$ cat config.mk
export PLATFORM = sky130hd
export DESIGN_NAME = uart_tx_host
export DESIGN_NICKNAME = d
export VERILOG_FILES = /design/src/core/uart_host_pkg.sv /design/src/core/pin_sync.sv /design/src/core/irq_block.sv /design/src/core/uart_tx_host.sv
export SDC_FILE = /design/constraint.sdc
export NUM_CORES = 1
export LEC_CHECK = 0
export ABC_AREA = 1
export BUFFER_PORTS_ARGS = -buffer_cell sky130_fd_sc_hd__buf_2
export CORE_UTILIZATION = 50
export DETAILED_ROUTE_END_ITERATION = 12
export PLACE_DENSITY = 0.79
export SKIP_CTS_REPAIR_TIMING = 1
export SLEW_MARGIN = 20
export SYNTH_ARGS = -nofsm -noshare
export SYNTH_HDL_FRONTEND = slang
export SYNTH_HIERARCHICAL = 1
export SYNTH_SLANG_ARGS = --single-unit
$ cat constraint.sdc
create_clock -name clk_i -period 2.8 [get_ports clk_i]
set_input_delay 0.28 -clock clk_i [delete_from_list [all_inputs] [get_ports clk_i]]
set_output_delay 0.28 -clock clk_i [all_outputs]
set_load 0.03 [all_outputs]
$ cat src/core/uart_host_pkg.sv
// Purpose: Shared constants for the serial-unit host controller
// Assumes: Device registers are byte wide and sit behind an 8-bit address port
// Notes: Host-side register offsets and device offsets are named here once
package uart_host_pkg;
   localparam int ADDR_W = 8;
   localparam int DATA_W = 32;
   localparam int DEV_W = 8;
   localparam int CNT_W = 8;

   // Device register offsets on the device port
   localparam logic [7:0] DEV_SERIAL_MODE_OFS = 8'h00; // serial_mode_register
   localparam logic [7:0] DEV_BREAK_CTL_OFS = 8'h01;
   localparam logic [7:0] DEV_TX_STATUS_OFS = 8'h02; // transmit_status_register
   localparam logic [7:0] DEV_TX_BUFFER_OFS = 8'h03; // transmit_buffer_register

   // Fields of serial_mode_register
   localparam int UNIT_POWER_ENABLE_POS = 7;
   localparam int TRANSMIT_ENABLE_BIT_POS = 6;
   localparam int RECEIVE_ENABLE_BIT_POS = 5;
   localparam int PARITY_SELECT_LOW_POS = 3; // parity_select_high at +1
   // Fields of the break control register
   localparam int BREAK_TRANSMIT_TRIGGER_POS = 5;
   localparam int BREAK_LENGTH_LOW_POS = 2; // break_length_bit2..bit0
   localparam logic [2:0] BREAK_LENGTH_LEGACY = 3'h5;
   localparam logic [1:0] PARITY_NONE = 2'h0;
   // Fields of transmit_status_register
   localparam int TX_BUFFER_FULL_FLAG_POS = 1;
   localparam int TX_SHIFT_ACTIVE_FLAG_POS = 0;

   // Host register offsets
   localparam logic [7:0] HOST_CTRL_OFS = 8'h00;
   localparam logic [7:0] HOST_STATUS_OFS = 8'h04;
   localparam logic [7:0] HOST_TXDATA_OFS = 8'h08;
   localparam logic [7:0] HOST_IRQ_STATUS_OFS = 8'h0C;
   localparam logic [7:0] HOST_IRQ_MASK_OFS = 8'h10;
   localparam logic [7:0] HOST_BYTE_COUNT_OFS = 8'h14;

   // Fields of the host control register
   localparam int CTRL_START_POS = 0;
   localparam int CTRL_STOP_POS = 1;
   localparam int CTRL_LIN_POS = 2;
   localparam int CTRL_LEGACY_POS = 3;
   localparam int CTRL_PARITY_POS = 4;

   // Interrupt events
   localparam int IRQ_N = 3;
   localparam int IRQ_TX_DONE_POS = 0;
   localparam int IRQ_STOPPED_POS = 1;
   localparam int IRQ_OVERRUN_POS = 2;
   localparam logic [IRQ_N-1:0] IRQ_MASK_RESET = 3'h0;

   typedef enum logic [3:0] {
      ST_IDLE = 4'h0,
      ST_PWR_ON = 4'h1,
      ST_ENABLE = 4'h2,
      ST_BRK_CFG = 4'h3,
      ST_RUN = 4'h4,
      ST_RD_REQ = 4'h5,
      ST_RD_GAP = 4'h6,
      ST_RD_EVAL = 4'h7,
      ST_SEND = 4'h8,
      ST_DIS_TXRX = 4'h9,
      ST_PWR_OFF = 4'hA
   } host_state_e;
endpackage : uart_host_pkg

$ cat src/core/pin_sync.sv
// Purpose: Three-stage synchroniser with agreement filter and rising-edge pulse
// Assumes: Input is asynchronous to clk_i
// Notes: First stage feeds only the second stage
`timescale 1ns/10ps
module pin_sync (
   // Clock and reset
   input wire logic clk_i,
   input wire logic rst_b_i,
   // Pin side
   input wire logic pin_i,
   // Clean outputs
   output logic level_o,
   output logic rise_o
);
   logic s1;
   logic s2;
   logic s3;
   wire agree = (s2 == s3);

   // Change is taken only once the last two stages agree
   always_ff @(posedge clk_i or negedge rst_b_i) begin
      if (!rst_b_i) begin
         s1 <= 1'b0;
         s2 <= 1'b0;
         s3 <= 1'b0;
         level_o <= 1'b0;
         rise_o <= 1'b0;
      end else begin
         s1 <= pin_i;
         s2 <= s1;
         s3 <= s2;
         if (agree) begin
            level_o <= s3;
         end
         rise_o <= agree & s3 & ~level_o;
      end
   end
endmodule : pin_sync

$ cat src/core/irq_block.sv
// Purpose: Sticky interrupt status, mask and one level interrupt output
// Assumes: Status bits are cleared by writing ones
// Notes: A set in the same cycle as its clear wins, so no event is lost
`timescale 1ns/10ps
module irq_block #(
   parameter int N = 3
) (
   // Clock and reset
   input wire logic clk_i,
   input wire logic rst_b_i,
   // Events and software access
   input wire logic [N-1:0] event_i,
   input wire logic status_wr_i,
   input wire logic mask_wr_i,
   input wire logic [N-1:0] wdata_i,
   // Register view and interrupt
   output logic [N-1:0] status_o,
   output logic [N-1:0] mask_o,
   output logic irq_o
);
   wire [N-1:0] clear = status_wr_i ? wdata_i : '0;
   wire [N-1:0] next_status = (status_o & ~clear) | event_i;

   // Status, mask and registered interrupt level
   always_ff @(posedge clk_i or negedge rst_b_i) begin
      if (!rst_b_i) begin
         status_o <= '0;
         mask_o <= '0;
         irq_o <= 1'b0;
      end else begin
         status_o <= next_status;
         if (mask_wr_i) begin
            mask_o <= wdata_i;
         end
         irq_o <= |(next_status & (mask_wr_i ? wdata_i : mask_o));
      end
   end
endmodule : irq_block

$ cat src/core/uart_tx_host.sv
// Purpose: Host controller that sequences and feeds an asynchronous serial unit
// Assumes: Device port has one-cycle read latency; completion interrupt is a pin
// Notes: Software queues one byte at a time through the host data register
//
// Overview of operation
// - Stopping clears transmit and receive enables first, then unit power.
// - Starting sets unit power first, then transmit and receive enables.
// - In LIN mode the parity field is always written as no parity.
// - In continuous mode only the buffer-full flag decides readiness.
// - In LIN mode no second byte is queued while one is in flight.
// - In LIN mode a byte is written only when the status register reads zero.
// - In continuous mode each further byte waits for buffer-full to read 0.
// - Shutdown waits for every completion and then for shift-active 0.
// - Overrun is detected from a second unserved completion or by counting bytes against the shift-active flag.
// - Legacy mode writes break trigger 0 and break length 1, 0, 1.
`timescale 1ns/10ps
module uart_tx_host
   import uart_host_pkg::*;
#(
   parameter logic [2:0] BREAK_LENGTH_DEFAULT = 3'h5
) (
   // Clock and reset
   input wire logic clk_i,
   input wire logic rst_b_i,
   // Host register port
   input wire logic [ADDR_W-1:0] addr_i,
   input wire logic [DATA_W-1:0] wdata_i,
   input wire logic wr_i,
   input wire logic rd_i,
   output logic [DATA_W-1:0] rdata_o,
   output logic irq_o,
   // Device register port
   output logic [7:0] dev_addr_o,
   output logic [DEV_W-1:0] dev_wdata_o,
   output logic dev_we_o,
   output logic dev_re_o,
   input wire logic [DEV_W-1:0] dev_rdata_i,
   // Device completion interrupt pin
   input wire logic transmit_complete_interrupt_i
);
   host_state_e state;
   host_state_e next_state;
   logic lin_mode;
   logic legacy_mode;
   logic [1:0] parity_sel;
   logic start_req;
   logic stop_req;
   logic running;
   logic draining;
   logic [DEV_W-1:0] tx_byte;
   logic tx_pending;
   logic [1:0] dev_flags;
   logic [CNT_W-1:0] outstanding;
   logic [CNT_W-1:0] byte_count;
   logic done_unserved;
   logic [IRQ_N-1:0] irq_status;
   logic [IRQ_N-1:0] irq_mask;

   logic done_level;
   logic done_pulse;

   // Completion pin comes from the device's clock domain
   pin_sync u_done_sync (
      .clk_i(clk_i),
      .rst_b_i(rst_b_i),
      .pin_i(transmit_complete_interrupt_i),
      .level_o(done_level),
      .rise_o(done_pulse)
   );

   // Host register decode
   wire sel_ctrl = (addr_i == HOST_CTRL_OFS);
   wire sel_status = (addr_i == HOST_STATUS_OFS);
   wire sel_txdata = (addr_i == HOST_TXDATA_OFS);
   wire sel_irq_st = (addr_i == HOST_IRQ_STATUS_OFS);
   wire sel_irq_mask = (addr_i == HOST_IRQ_MASK_OFS);
   wire sel_count = (addr_i == HOST_BYTE_COUNT_OFS);
   wire wr_ctrl = wr_i & sel_ctrl;
   wire wr_txdata = wr_i & sel_txdata;

   // Effective parity: forced to none on a LIN bus
   wire [1:0] parity_eff = lin_mode ? PARITY_NONE : parity_sel;

   // Device status flags as read back
   wire rd_buf_full = dev_rdata_i[TX_BUFFER_FULL_FLAG_POS];
   wire rd_shift = dev_rdata_i[TX_SHIFT_ACTIVE_FLAG_POS];
   // Continuous mode looks only at buffer-full, since the pair passes through 11
   wire ready_cont = ~rd_buf_full;
   // LIN mode needs the whole status register at zero and nothing in flight
   wire ready_lin = (dev_rdata_i == '0) && (outstanding == '0);
   wire send_ok = lin_mode ? ready_lin : ready_cont;
   wire drain_done = ~rd_shift;

   // Overrun: a second completion before the first was served, or the
   // shifter is idle while more than one byte is still counted in flight
   wire overrun_served = done_pulse & done_unserved;
   wire overrun_count = (state == ST_RD_EVAL) & ~rd_shift & ~rd_buf_full &
                        (outstanding > {{(CNT_W-1){1'b0}}, 1'b1});
   wire ev_overrun = overrun_served | overrun_count;
   wire ev_stopped = (state == ST_PWR_OFF);
   wire [IRQ_N-1:0] irq_events = {ev_overrun, ev_stopped, done_pulse};

   irq_block #(
      .N(IRQ_N)
   ) u_irq (
      .clk_i(clk_i),
      .rst_b_i(rst_b_i),
      .event_i(irq_events),
      .status_wr_i(wr_i & sel_irq_st),
      .mask_wr_i(wr_i & sel_irq_mask),
      .wdata_i(wdata_i[IRQ_N-1:0]),
      .status_o(irq_status),
      .mask_o(irq_mask),
      .irq_o(irq_o)
   );

   // Sequencer next state
   always_comb begin
      next_state = state;
      unique case (state)
         ST_IDLE: begin
            if (start_req) begin
               next_state = ST_PWR_ON;
            end
         end
         ST_PWR_ON: next_state = ST_ENABLE;
         ST_ENABLE: next_state = ST_BRK_CFG;
         ST_BRK_CFG: next_state = ST_RUN;
         ST_RUN: begin
            // A byte taken before the stop still goes out, so stop cannot hang on it
            if (tx_pending) begin
               next_state = ST_RD_REQ;
            end else if (stop_req && outstanding == '0) begin
               next_state = ST_RD_REQ;
            end
         end
         ST_RD_REQ: next_state = ST_RD_GAP;
         ST_RD_GAP: next_state = ST_RD_EVAL;
         ST_RD_EVAL: begin
            if (draining) begin
               next_state = drain_done ? ST_DIS_TXRX : ST_RD_REQ;
            end else begin
               next_state = send_ok ? ST_SEND : ST_RUN;
            end
         end
         ST_SEND: next_state = ST_RUN;
         ST_DIS_TXRX: next_state = ST_PWR_OFF;
         ST_PWR_OFF: next_state = ST_IDLE;
         default: next_state = ST_IDLE;
      endcase
   end

   // Device port values, registered on the way out
   logic [7:0] next_dev_addr;
   logic [DEV_W-1:0] next_dev_wdata;
   logic next_dev_we;
   logic next_dev_re;
   always_comb begin
      next_dev_addr = DEV_SERIAL_MODE_OFS;
      next_dev_wdata = '0;
      next_dev_we = 1'b0;
      next_dev_re = 1'b0;
      unique case (state)
         ST_PWR_ON: begin
            next_dev_we = 1'b1;
            next_dev_wdata[UNIT_POWER_ENABLE_POS] = 1'b1;
            next_dev_wdata[PARITY_SELECT_LOW_POS +: 2] = parity_eff;
         end
         ST_ENABLE: begin
            next_dev_we = 1'b1;
            next_dev_wdata[UNIT_POWER_ENABLE_POS] = 1'b1;
            next_dev_wdata[TRANSMIT_ENABLE_BIT_POS] = 1'b1;
            next_dev_wdata[RECEIVE_ENABLE_BIT_POS] = 1'b1;
            next_dev_wdata[PARITY_SELECT_LOW_POS +: 2] = parity_eff;
         end
         ST_BRK_CFG: begin
            // Trigger is written 0 and never read back, as it reads as 0 anyway
            next_dev_we = 1'b1;
            next_dev_addr = DEV_BREAK_CTL_OFS;
            next_dev_wdata[BREAK_TRANSMIT_TRIGGER_POS] = 1'b0;
            next_dev_wdata[BREAK_LENGTH_LOW_POS +: 3] =
               legacy_mode ? BREAK_LENGTH_LEGACY : BREAK_LENGTH_DEFAULT;
         end
         ST_RD_REQ: begin
            next_dev_re = 1'b1;
            next_dev_addr = DEV_TX_STATUS_OFS;
         end
         ST_SEND: begin
            next_dev_we = 1'b1;
            next_dev_addr = DEV_TX_BUFFER_OFS;
            next_dev_wdata = tx_byte;
         end
         ST_DIS_TXRX: begin
            // Power stays on while the enables drop
            next_dev_we = 1'b1;
            next_dev_wdata[UNIT_POWER_ENABLE_POS] = 1'b1;
            next_dev_wdata[PARITY_SELECT_LOW_POS +: 2] = parity_eff;
         end
         ST_PWR_OFF: begin
            next_dev_we = 1'b1;
         end
         default: begin
            next_dev_we = 1'b0;
         end
      endcase
   end

   // Host read mux
   wire [DATA_W-1:0] status_word = {{(DATA_W-16){1'b0}}, outstanding,
                                    3'h0, (state != ST_IDLE), dev_flags,
                                    tx_pending, running};
   wire [DATA_W-1:0] ctrl_word = {{(DATA_W-6){1'b0}}, parity_sel, legacy_mode,
                                  lin_mode, 2'h0};
   wire [DATA_W-1:0] next_rdata =
      sel_ctrl ? ctrl_word :
      sel_status ? status_word :
      sel_txdata ? {{(DATA_W-DEV_W){1'b0}}, tx_byte} :
      sel_irq_st ? {{(DATA_W-IRQ_N){1'b0}}, irq_status} :
      sel_irq_mask ? {{(DATA_W-IRQ_N){1'b0}}, irq_mask} :
      sel_count ? {{(DATA_W-CNT_W){1'b0}}, byte_count} : '0;

   // Byte bookkeeping: one in flight per send, one less per completion
   wire sent = (state == ST_SEND);
   wire dec_ok = done_pulse & (outstanding != '0);
   wire [CNT_W-1:0] next_outstanding = outstanding + CNT_W'(sent) - CNT_W'(dec_ok);

   // State and device port registers
   always_ff @(posedge clk_i or negedge rst_b_i) begin
      if (!rst_b_i) begin
         state <= ST_IDLE;
         dev_addr_o <= '0;
         dev_wdata_o <= '0;
         dev_we_o <= 1'b0;
         dev_re_o <= 1'b0;
         rdata_o <= '0;
      end else begin
         state <= next_state;
         dev_addr_o <= next_dev_addr;
         dev_wdata_o <= next_dev_wdata;
         dev_we_o <= next_dev_we;
         dev_re_o <= next_dev_re;
         rdata_o <= rd_i ? next_rdata : '0;
      end
   end

   // Control fields; start and stop are held requests until acted on
   always_ff @(posedge clk_i or negedge rst_b_i) begin
      if (!rst_b_i) begin
         lin_mode <= 1'b0;
         legacy_mode <= 1'b0;
         parity_sel <= PARITY_NONE;
         start_req <= 1'b0;
         stop_req <= 1'b0;
      end else begin
         if (wr_ctrl && state == ST_IDLE) begin
            lin_mode <= wdata_i[CTRL_LIN_POS];
            legacy_mode <= wdata_i[CTRL_LEGACY_POS];
            parity_sel <= wdata_i[CTRL_PARITY_POS +: 2];
         end
         start_req <= (wr_ctrl & wdata_i[CTRL_START_POS] & (state == ST_IDLE)) |
                      (start_req & (state != ST_IDLE));
         stop_req <= (wr_ctrl & wdata_i[CTRL_STOP_POS] & running) |
                     (stop_req & (state != ST_PWR_OFF));
      end
   end

   // Transmit data, flags and counters
   always_ff @(posedge clk_i or negedge rst_b_i) begin
      if (!rst_b_i) begin
         tx_byte <= '0;
         tx_pending <= 1'b0;
         running <= 1'b0;
         draining <= 1'b0;
         dev_flags <= 2'h0;
         outstanding <= '0;
         byte_count <= '0;
         done_unserved <= 1'b0;
      end else begin
         // A byte written while one waits is refused, never overwriting it
         if (wr_txdata && !tx_pending) begin
            tx_byte <= wdata_i[DEV_W-1:0];
         end
         tx_pending <= (wr_txdata & running & ~stop_req) | (tx_pending & ~sent);
         running <= (state == ST_BRK_CFG) | (running & (state != ST_PWR_OFF));
         draining <= (state == ST_RUN && next_state == ST_RD_REQ) ?
                     (stop_req & ~tx_pending) : draining;
         if (state == ST_RD_EVAL) begin
            dev_flags <= {rd_buf_full, rd_shift};
         end
         outstanding <= next_outstanding;
         byte_count <= byte_count + CNT_W'(sent);
         // A status poll serves the latest completion
         done_unserved <= done_pulse | (done_unserved & (state != ST_RD_EVAL));
      end
   end
endmodule : uart_tx_host

==> results of run 1 <==
==> metrics by stage <==
stage / utilization (%) / cell area, um2 / instances
after floorplan: - / 4160 / 492
after global placement: 56.2 / 4390 / 628
after detailed placement: 56.2 / 4390 / 628
after CTS: 58.8 / 4590 / 644
after global routing: 58.8 / 4590 / 644
final: 58.8 / 4590 / 644
==> cell usage after synthesis, drive strengths merged <==
library cell and number:
a31oi 1, nand3b 2, o21bai 1, buf 24, a21boi 1, o21ai 30, xnor2 1, o22ai 2
nand2 118, inv 76, fa 1, nor4 1, xor2 10, a21oi 7, nand3 34, nand4 5
dfrtp 80, ha 16, nor2 49, nor3 11, conb 1
==> how the worst max path moves through the flow <==
stage / endpoint / cells past startpoint
finish: outstanding[6] / 14
detailed placement: outstanding[6] / 14
global route: outstanding[6] / 14
global placement: outstanding[6] / 14
floorplan: outstanding[6] / 14
CTS: outstanding[6] / 14
==> logic make-up (layout without fill, tap and decap cells) <==
logic type / after synthesis / in the layout / synth area share (%)
AND/OR/NAND/NOR: 220 / 220 / 25.3
buffers and inverters: 100 / 150 / 11.7
flip-flops: 80 / 80 / 49.1
AO/OA/AOI/OAI: 42 / 42 / 6.11
adder cells (fa/ha/maj): 17 / 17 / 5.40
XOR/XNOR: 11 / 11 / 2.36
other: 1 / 22 / 0.0920
==> state kept, by name (all words and copies together), names as in the netlist, 2 cells and up, named ones only <==
register and flops:
dev_wdata_o 8, tx_byte 8, byte_count 8, outstanding 8, parity_sel 2, rdata_o 16, u_irq/status_o 3, state 4
dev_flags 2, u_irq/mask_o 3, dev_addr_o 2
==> layer usage <==
layer	GRT usage, %	wire [um]	share of wire [%]	vias up
met5	0	0	0	-
met2	34.3	3950	50	93
met3	4.35	417	5.3	13
met1	25.8	3450	43	1457
met4	8.33	123	1.5	0
li1	-	-	-	1552
==> layout make-up <==
type	count	area [um2]
clock inverter	7	80.1
multi-input combinational	312	1680
sequential	80	2000
clock buffer	9	124
fill	690	3210
tap	102	128
inverter	76	288
timing repair buffer	58	295
==> power groups by stage <==
stage	Sequential (uW)	Clock (uW)	Combinational [uW]
2_1_floorplan	1520	0	854
3_3_place_gp	1440	0	1170
3_5_place_dp	1450	0	1230
4_1_cts	1420	883	1240
5_1_grt	1440	947	1410
6_report	1420	869	1240
==> metrics.md, run 1 <==
| Metric | Value |
|---|---|
| Outcome | `finished clean` |
| Initial DRC count | `203` |
| Pint | `2150 uW` |
| Worst hold-check path type | `input pin to flip-flop` |
| Min Clock Period, post-route | `2.58 ns` |
| RR Startpoint | `outstanding[4]` |
| Crit path launch type | `flip-flop` |
| Worst IR Drop VDD | `0.000349 V` |
| CP cell instances | `inv_1 > ha_1 > nand3_1 > nor2_1 > nor2_1 > ha_1 > inv_1 > ha_1 > inv_1 > fa_1 > inv_1 > nand4_1 > nand3_1 > xor2_1` |
| Die Ht | `92.3 um` |
| Antenna Nets Post-Route | `0` |
| Antenna violations before repair | `0` |
| Pin count of the biggest net entering global routing | `81` |
| IO Pins | `104` |
| Setup violators final | `0` |
| P per Cell Area | `769 mW/mm2` |
| Power share of the combinational group | `35.1%` |
| # nets final | `607` |
| Drt drc | `0` |
| CTS sink cnt | `80` |
| # Max-Cap Violations | `0` |
| DRT Pass-1 Iters | `4` |
| Initial Util | `52.2%` |
| First-pass GRT wire length | `13.5 mm` |
| H-tree depth | `3` |
| Post-route setup TNS | `0 ns` |
| Core Rows | `32` |
| Synth area leader | `dfrtp_1` |
| Vias in the first global route | `2965` |
| Reg-to-reg endpoint | `outstanding[6]` |
| TritonCTS clock tree | `yes` |
| WL final | `7.94 mm` |
| Pwr Total | `3530 uW` |
| Layout cells sized above 1 | `22.5%` |
| Cell count of the worst hold path | `1` |
| FF-to-FF path depth | `14` |
| Slowest Stage Delay on Critical Path | `0.41 ns` |
| Crit Path Max Fanout | `3` |
| Fin. max-slew vios | `0` |
| Grt total ovfl | `0` |
| Register area share after synthesis | `49.1%` |
| CP most frequent cell | `inv_1` |
| Unrepaired setup endpoints after global routing | `false` |
| Post-Syn Area per Cell | `8.65 um2` |
| Vias per inst | `4.84` |
| Most common cell after layout, fill and taps aside | `nand2_1` |
| CORE AREA | `0.00781 mm2` |
| CP top delay family | `adder cells` |
| Post-Syn Area | `0.00408 mm2` |
| Setup CP Type | `flip-flop to flip-flop` |
| Yosys warning count | `6` |
| Synth Instances | `471` |
| Synthesis-stage register bit count | `80` |
| Pre-CTS worst setup slack | `0.247 ns` |
| Crit path arrival time | `2.86 ns` |
| DR vias | `3115` |
| Flop pwr share | `40.3%` |
| Clock Power Share | `24.6%` |
| Die area | `0.00852 mm2` |
| Synth cell types | `33` |
| Max Root-Sink Buffers | `2` |
| Commonest non-fill, non-tap cells in the layout | `nand2_1, dfrtp_1, inv_1` |
| Worst-path clk slew | `0.08 ns` |
| Hold Vio Cnt, Final | `0` |
| Highest clock rate | `0.388 GHz` |
| CP max-delay cell | `dfrtp_1` |
| Fin crit share | `92.1%` |
| Worst path buffer plus inverter count | `4` |
| Layout area overhead | `12.7%` |
| Final setup margin | `0.223 ns` |
| Net Switching | `1380 uW` |
| CP endpoint kind | `flip-flop` |
| Top-area cell type share of the netlist area | `49.1%` |
| Root buf cell | `clkbuf_8` |
| ANT cells | `0` |
| R2r setup slk | `0.22 ns` |
| PortBufs | `57` |
| Hold Crit Start | `transmit_complete_interrupt_i` |
| Hold WS | `0.0269 ns` |
| Slew Limit Headroom | `35.1%` |
| Sw Ratio | `39.1%` |
| Hold Path Sink | `u_done_sync/s1` |
| All-layer global routing usage | `20.5%` |
| WL/cell | `12.3 um` |
| Num CTS Buffers | `9` |
| Post-DP HPWL | `6.12 mm` |
| Clk Latency, worst-skew pair | `0.36 ns` |
| Die Span X | `92.3 um` |
| Top cells by area, synth | `dfrtp_1, nand2_1, inv_1, ha_1, buf_4` |
| Critical Path RT | `3.08 ns` |
| Routability congestion estimate from global placement | `0.875` |
| Setup Skew | `0.00958 ns` |
| Worst slew pin tran | `0.973 ns` |
| Worst setup path start | `outstanding[4]` |
| Leak | `0.00252 uW` |
Note: power is estimated with default switching activity, not from simulation.
==> inputs of run 2 (changes only) <==
--- a/config.mk
+++ b/config.mk
@@ -9,6 +9,7 @@
 export BUFFER_PORTS_ARGS = -buffer_cell sky130_fd_sc_hd__buf_2
 export CORE_UTILIZATION = 50
 export DETAILED_ROUTE_END_ITERATION = 12
+export GPL_TIMING_DRIVEN = 0
 export PLACE_DENSITY = 0.79
 export SKIP_CTS_REPAIR_TIMING = 1
 export SLEW_MARGIN = 20
==> metrics.md, run 2 (synthesis gave the netlist of run 1 again) <==
| Metric | Value |
|---|---|
| Post-DP HPWL | `6.51 mm (+6.4%)` |
| Initial Util | `52.2% (unchanged)` |
| Fin. max-slew vios | `0 (unchanged)` |
| Reg-to-reg endpoint | `outstanding[6]` |
| GR Util met2 | `37.9% (+3.6 points)` |
| Hold Vio Cnt, Final | `0 (unchanged)` |
| Worst path buffer plus inverter count | `4 (unchanged)` |
| Worst slew pin tran | `0.615 ns (-0.358 ns)` |
| CTS sink cnt | `80 (unchanged)` |
| P per Cell Area | `723 mW/mm2 (-6.0%)` |
| DR vias | `3195 (+2.6%)` |
| Die Ht | `92.3 um (unchanged)` |
| Power share of the combinational group | `37.0% (+1.9 points)` |
| PortBufs | `57 (unchanged)` |
| R2r setup slk | `0.23 ns (about the same)` |
| Antenna Nets Post-Route | `0 (unchanged)` |
| Highest clock rate | `0.389 GHz (+0.24%)` |
| CP cell instances | `inv_1 > ha_1 > nand3_1 > nor2_4 > nor2_1 > ha_1 > inv_1 > ha_2 > inv_1 > fa_1 > inv_1 > nand4_1 > nand3_1 > xor2_1` |
| Worst IR Drop VDD | `0.000319 V (-8.7%)` |
| Layout area overhead | `17.3%` |
| ANT cells | `0 (unchanged)` |
| Drt drc | `0 (unchanged)` |
| Setup Skew | `0.00581 ns (-0.00377 ns)` |
| Crit path arrival time | `2.85 ns (about the same)` |
| Fin crit share | `91.8% (-0.22 points)` |
| Post-route setup TNS | `0 ns (unchanged)` |
| CP endpoint kind | `flip-flop` |
| WL final | `8.40 mm (+5.8%)` |
| Outcome | `finished clean` |
| Vias in the first global route | `3193 (+7.7%)` |
| Antenna violations before repair | `0 (unchanged)` |
| Grt total ovfl | `0 (unchanged)` |
| CP most frequent cell | `inv_1` |
| Pwr Total | `3460 uW (-2.2%)` |
| CORE AREA | `0.00781 mm2 (unchanged)` |
| Initial DRC count | `162 (-20%)` |
| Met1 usage | `26.5% (+0.69 points)` |
| Critical path depth | `14 (unchanged)` |
| Met3 GRT Util | `4.43% (+0.082 points)` |
| Slew Limit Headroom | `58.6% (+23 points)` |
| FF-to-FF path depth | `14 (unchanged)` |
| Worst hold-check path type | `input pin to flip-flop` |
| Max reg flops | `16 (unchanged)` |
| Critical Path RT | `3.08 ns (about the same)` |
| RR Startpoint | `outstanding[4]` |
| Most common cell after layout, fill and taps aside | `nand2_1` |
| Die Span X | `92.3 um (unchanged)` |
| Clk Latency, worst-skew pair | `0.35 ns (about the same)` |
| Commonest non-fill, non-tap cells in the layout | `nand2_1, dfrtp_1, inv_1` |
| Final core occ | `61.3% (+2.4 points)` |
| # nets final | `632 (+4.1%)` |
| End of the critical path | `outstanding[6]` |
| IO Pins | `104 (unchanged)` |
| Clock Power Share | `21.8% (-2.8 points)` |
| Setup CP Type | `flip-flop to flip-flop` |
| # Max-Cap Violations | `0 (unchanged)` |
| H-tree depth | `3 (unchanged)` |
| Die area | `0.00852 mm2 (unchanged)` |
| DRT Pass-1 Iters | `4 (unchanged)` |
| Slowest Stage Delay on Critical Path | `0.40 ns (about the same)` |
| Vias per inst | `4.78 (-1.3%)` |
| Setup violators final | `0 (unchanged)` |
| Num CTS Buffers | `9 (unchanged)` |
| CP top delay family | `adder cells` |
| Worst setup path start | `outstanding[4]` |
| Pint | `2100 uW (-2.5%)` |
| Layout cells sized above 1 | `26.6% (+4.1 points)` |
| Leak | `0.00264 uW (+4.9%)` |
| CP max-delay cell | `fa_1` |
| Worst-path clk slew | `0.08 ns (about the same)` |
| Root buf cell | `clkbuf_8` |
| Crit Path Max Fanout | `3 (unchanged)` |
| All-layer global routing usage | `21.5% (+0.98 points)` |
| Min Clock Period, post-route | `2.57 ns (-0.00612 ns)` |
| Pin count of the biggest net entering global routing | `47 (-42%)` |
| Net Switching | `1360 uW (-1.7%)` |
| Core Rows | `32 (unchanged)` |
| Max Root-Sink Buffers | `2 (unchanged)` |
| Gr busiest metal | `met2` |
| TritonCTS clock tree | `yes` |
| Top reg by flops | `rdata_o` |
| Flop pwr share | `41.2% (+0.9 points)` |
| Routability congestion estimate from global placement | `0.869 (-0.63%)` |
| WL/cell | `12.6 um (+1.9%)` |
| Sw Ratio | `39.2% (+0.18 points)` |
| First-pass GRT wire length | `14.2 mm (+5.5%)` |
| Unrepaired setup endpoints after global routing | `false` |
| Crit path launch type | `flip-flop` |
run 2: layer usage:
| layer | vias to the layer above | part of all wire [%] | wire length, um |
|---|---|---|---|
| met5 | - | 0 | 0 |
| met4 | 0 | 1.4 | 119 |
| met3 | 13 | 4.5 | 378 |
| met2 | 93 | 51 | 4310 |
| met1 | 1478 | 43 | 3590 |
| li1 | 1611 | - | - |
run 2: layout make-up:
type,count,area [um2]
well taps,102,128
multi-input cells,312,1690
flip-flops and latches,80,2000
plain buffers,24,188
inverters,76,288
clock buffers,10,138
repair buffers,59,318
fillers,683,3020
clock inverters,6,35.0
run 2: worst min path at each step:
stage                                  start                         end  slack (ns)  cells past startpoint
2_1_floorplan                        rst_b_i  asynchronous set/reset pin       -0.02                      0
3_3_place_gp                  u_done_sync/s1              u_done_sync/s2        0.34                      0
3_5_place_dp                         rst_b_i                 rdata_o[11]        0.33                      1
4_1_cts                              rst_b_i                 rdata_o[11]       -0.05                      1
5_1_grt        transmit_complete_interrupt_i              u_done_sync/s1        0.03                      1
6_report       transmit_complete_interrupt_i              u_done_sync/s1        0.04                      1
run 2: stage by stage:
| step | setup WS [ns] | area [um2] | cells | hold slack [ns] |
|---|---|---|---|---|
| after CTS | 0.0735 | 4760 | 668 | -0.0508 |
| final | 0.229 | 4780 | 669 | 0.0353 |
| after floorplan | 0.518 | 4160 | 492 | -0.0156 |
| after global placement | 0.212 | 4570 | 651 | 0.336 |
| after global routing | 0.00374 | 4780 | 669 | 0.0259 |
| after detailed placement | 0.0990 | 4590 | 652 | 0.335 |
run 2: power groups by stage:
stage | registers (uW) | logic, uW | clock network [uW]
global route | 1440 | 1430 | 818
detailed placement | 1440 | 1250 | 0
finish | 1420 | 1280 | 753
CTS | 1420 | 1270 | 772
global placement | 1430 | 1190 | 0
floorplan | 1520 | 854 | 0
==> inputs of run 3 (changes only) <==
--- a/config.mk
+++ b/config.mk
@@ -7,10 +7,11 @@
 export LEC_CHECK = 0
 export ABC_AREA = 1
 export BUFFER_PORTS_ARGS = -buffer_cell sky130_fd_sc_hd__buf_2
-export CORE_UTILIZATION = 50
+export CORE_UTILIZATION = 48
 export DETAILED_ROUTE_END_ITERATION = 12
 export GPL_TIMING_DRIVEN = 0
-export PLACE_DENSITY = 0.79
+export MAX_ROUTING_LAYER = met4
+export PLACE_DENSITY = 0.73
 export SKIP_CTS_REPAIR_TIMING = 1
 export SLEW_MARGIN = 20
 export SYNTH_ARGS = -nofsm -noshare
==> constraint.sdc (replaced) <==
create_clock -name clk_i -period 2.3 [get_ports clk_i]
set_input_delay 0.23 -clock clk_i [delete_from_list [all_inputs] [get_ports clk_i]]
set_output_delay 0.23 -clock clk_i [all_outputs]
set_load 0.03 [all_outputs]
==> metrics.md, run 3 (synthesis gave the netlist of run 1 again) <==
| Metric | Value |
|---|---|
| # nets final | `647 (+2.4%)` |
| P per Cell Area | `979 mW/mm2 (+35%)` |
| Pin count of the biggest net entering global routing | `43 (-8.5%)` |
| Fin crit share | `105% (+13 points)` |
| PortBufs | `57 (unchanged)` |
| Routability congestion estimate from global placement | `0.870 (about the same)` |
| Setup violators final | `2 (+2)` |
| Number of fill cells in the layout | `690 (+1.0%)` |
| Outcome | `finished, violations left` |
| WL final | `8.92 mm (+6.2%)` |
| Antenna violations before repair | `0 (unchanged)` |
| First-pass GRT wire length | `14.4 mm (+1.3%)` |
| Die area | `0.00887 mm2 (+4.1%)` |
| Area of the multi-input gates | `0.00177 mm2 (+4.9%)` |
| DRT Pass-1 Iters | `4 (unchanged)` |
| Core Rows | `33 (+3.1%)` |
| Clk Latency, worst-skew pair | `0.36 ns (about the same)` |
| Crit Path Max Fanout | `3 (unchanged)` |
| Antenna Nets Post-Route | `0 (unchanged)` |
| Hold Vio Cnt, Final | `0 (unchanged)` |
| Fin. max-slew vios | `0 (unchanged)` |
| CP most frequent cell | `inv_2` |
| Sequential cell area | `0.00200 mm2 (unchanged)` |
| Crit path launch type | `flip-flop` |
| Initial DRC count | `154 (-4.9%)` |
| Unrepaired setup endpoints after global routing | `true` |
| Leak | `0.00276 uW (+4.2%)` |
| Die Span X | `94.2 um (+2.0%)` |
| IO Pins | `104 (unchanged)` |
| ANT cells | `0 (unchanged)` |
| Num CTS Buffers | `9 (unchanged)` |
| CORE AREA | `0.00822 mm2 (+5.2%)` |
| Slew Limit Headroom | `54.8% (-3.8 points)` |
| Post-DP HPWL | `6.38 mm (-1.9%)` |
| Layout cells sized above 1 | `30.6% (+4.0 points)` |
| CP cell instances | `inv_2 > ha_4 > nand3_4 > nor2_4 > nor2_1 > ha_1 > inv_1 > ha_2 > inv_2 > fa_2 > inv_2 > buf_4 > a31oi_4 > xor2_1` |
| Worst IR Drop VDD | `0.000569 V (+79%)` |
| Drt drc | `0 (unchanged)` |
| DR vias | `3353 (+4.9%)` |
| Crit path arrival time | `2.65 ns (-0.20 ns)` |
| Grt total ovfl | `0 (unchanged)` |
| Pwr Total | `4950 uW (+43%)` |
| Commonest non-fill, non-tap cells in the layout | `nand2_1, dfrtp_1, inv_1, buf_2, nor2_1` |
| Worst hold-check path type | `input pin to flip-flop` |
| Worst-path clk slew | `0.09 ns (about the same)` |
| CTS sink cnt | `80 (unchanged)` |
| Highest clock rate | `0.415 GHz (+6.8%)` |
| Layout area overhead | `24.1%` |
| CP endpoint kind | `flip-flop` |
| Worst slew pin tran | `0.672 ns (+0.0571 ns)` |
| Initial Util | `49.6% (-2.6 points)` |
| Critical Path RT | `2.54 ns (-0.54 ns)` |
| Failing checks | `setup timing` |
| Top reg by flops | `rdata_o` |
| H-tree depth | `3 (unchanged)` |
| CP max-delay cell | `dfrtp_1` |
| Die Ht | `94.2 um (+2.0%)` |
| Slowest Stage Delay on Critical Path | `0.41 ns (about the same)` |
| Min Clock Period, post-route | `2.41 ns (-0.164 ns)` |
| TritonCTS clock tree | `yes` |
| Final setup margin | `-0.107 ns (-0.336 ns)` |
| All-layer global routing usage | `21.7% (+0.30 points)` |
| Max reg flops | `16 (unchanged)` |
| Max Root-Sink Buffers | `2 (unchanged)` |
| Vias in the first global route | `3179 (-0.44%)` |
| # Max-Cap Violations | `0 (unchanged)` |
| WL/cell | `13.0 um (+3.4%)` |
| Setup CP Type | `flip-flop to flip-flop` |
| Setup Skew | `0.0122 ns (+0.00641 ns)` |
| Vias per inst | `4.88 (+2.2%)` |
| Most common cell after layout, fill and taps aside | `nand2_1` |
| Post-route setup TNS | `-0.194 ns (-0.194 ns)` |
| Root buf cell | `clkbuf_8` |
## run 3: cell types whose count changed in the layout (fill, tap and decap cells not counted), moves of 2 or more
cell	change
inv_2	+5
buf_4	+14
clkinvlp_4	-2
inv_1	-5
bufinv_16	+3
clkinv_2	-3
nand3_1	-2
ha_4	+3
ha_1	-3
## run 3: path summary, 6_finish.rpt
kind | endpoint | slack (ns) | depth (start not counted) | start
worst max-delay path | outstanding[4] | -0.11 | 14 | outstanding[3]
worst min-delay path | tx_byte[6] | 0.11 | 3 | wdata_i[6]
worst max register to register | outstanding[4] | -0.11 | 14 | outstanding[3]
worst min register to register | u_done_sync/s2 | 0.36 | 0 | u_done_sync/s1
max in group asynchronous | u_done_sync/s2 | 1.32 | 3 | rst_b_i
min in group asynchronous | rdata_o[4] | 0.38 | 2 | rst_b_i
## run 3: report_power, final
group,switching [uW],internal (uW)
clock,517,752
sequential,134,1620
combinational,1180,749
## run 3: final cells by class
| type | count | area share (%) |
|---|---|---|
| buffer | 24 | 3.71 |
| clock buffer | 11 | 2.80 |
| clock inverter | 5 | 2.05 |
| inverter | 76 | 5.69 |
| multi-input combinational | 312 | 35.0 |
| sequential | 80 | 39.6 |
| tap | 105 | 2.60 |
| timing repair buffer | 74 | 8.56 |
## run 3: metrics by stage
stage               setup slack, ns  util (%)  instances  hold slack (ns)  cell area, um2
finish                       -0.107      61.6        687            0.114            5060
global route                 -0.197      61.6        687            0.104            5060
CTS                          -0.336      58.9        671           -0.141            4840
detailed placement           -0.317      55.9        655            0.240            4590
global placement             -0.286      55.6        654            0.336            4570
floorplan                    0.0180         -        492          -0.0656            4160
## run 3: critical path: cells and delay by family (launching register included)
kind / cells / cell delay (ns)
and+or+nand+nor: 3 / 0.24
AOI/OAI and AO/OA: 1 / 0.07
buffers and inverters: 5 / 0.40
xor gates and xnor gates: 1 / 0.17
adders and majority gates: 4 / 1.01
DFF: 1 / 0.41
## run 3: routing by layer
metal / global-route usage [%] / vias to the layer above / wire length [um]
met1: 26.8 / 1606 / 3740
met2: 35.7 / 93 / 4650
li1: - / 1637 / -
met3: 4.05 / 17 / 371
met5: - / - / 0
met4: 7.56 / 0 / 163
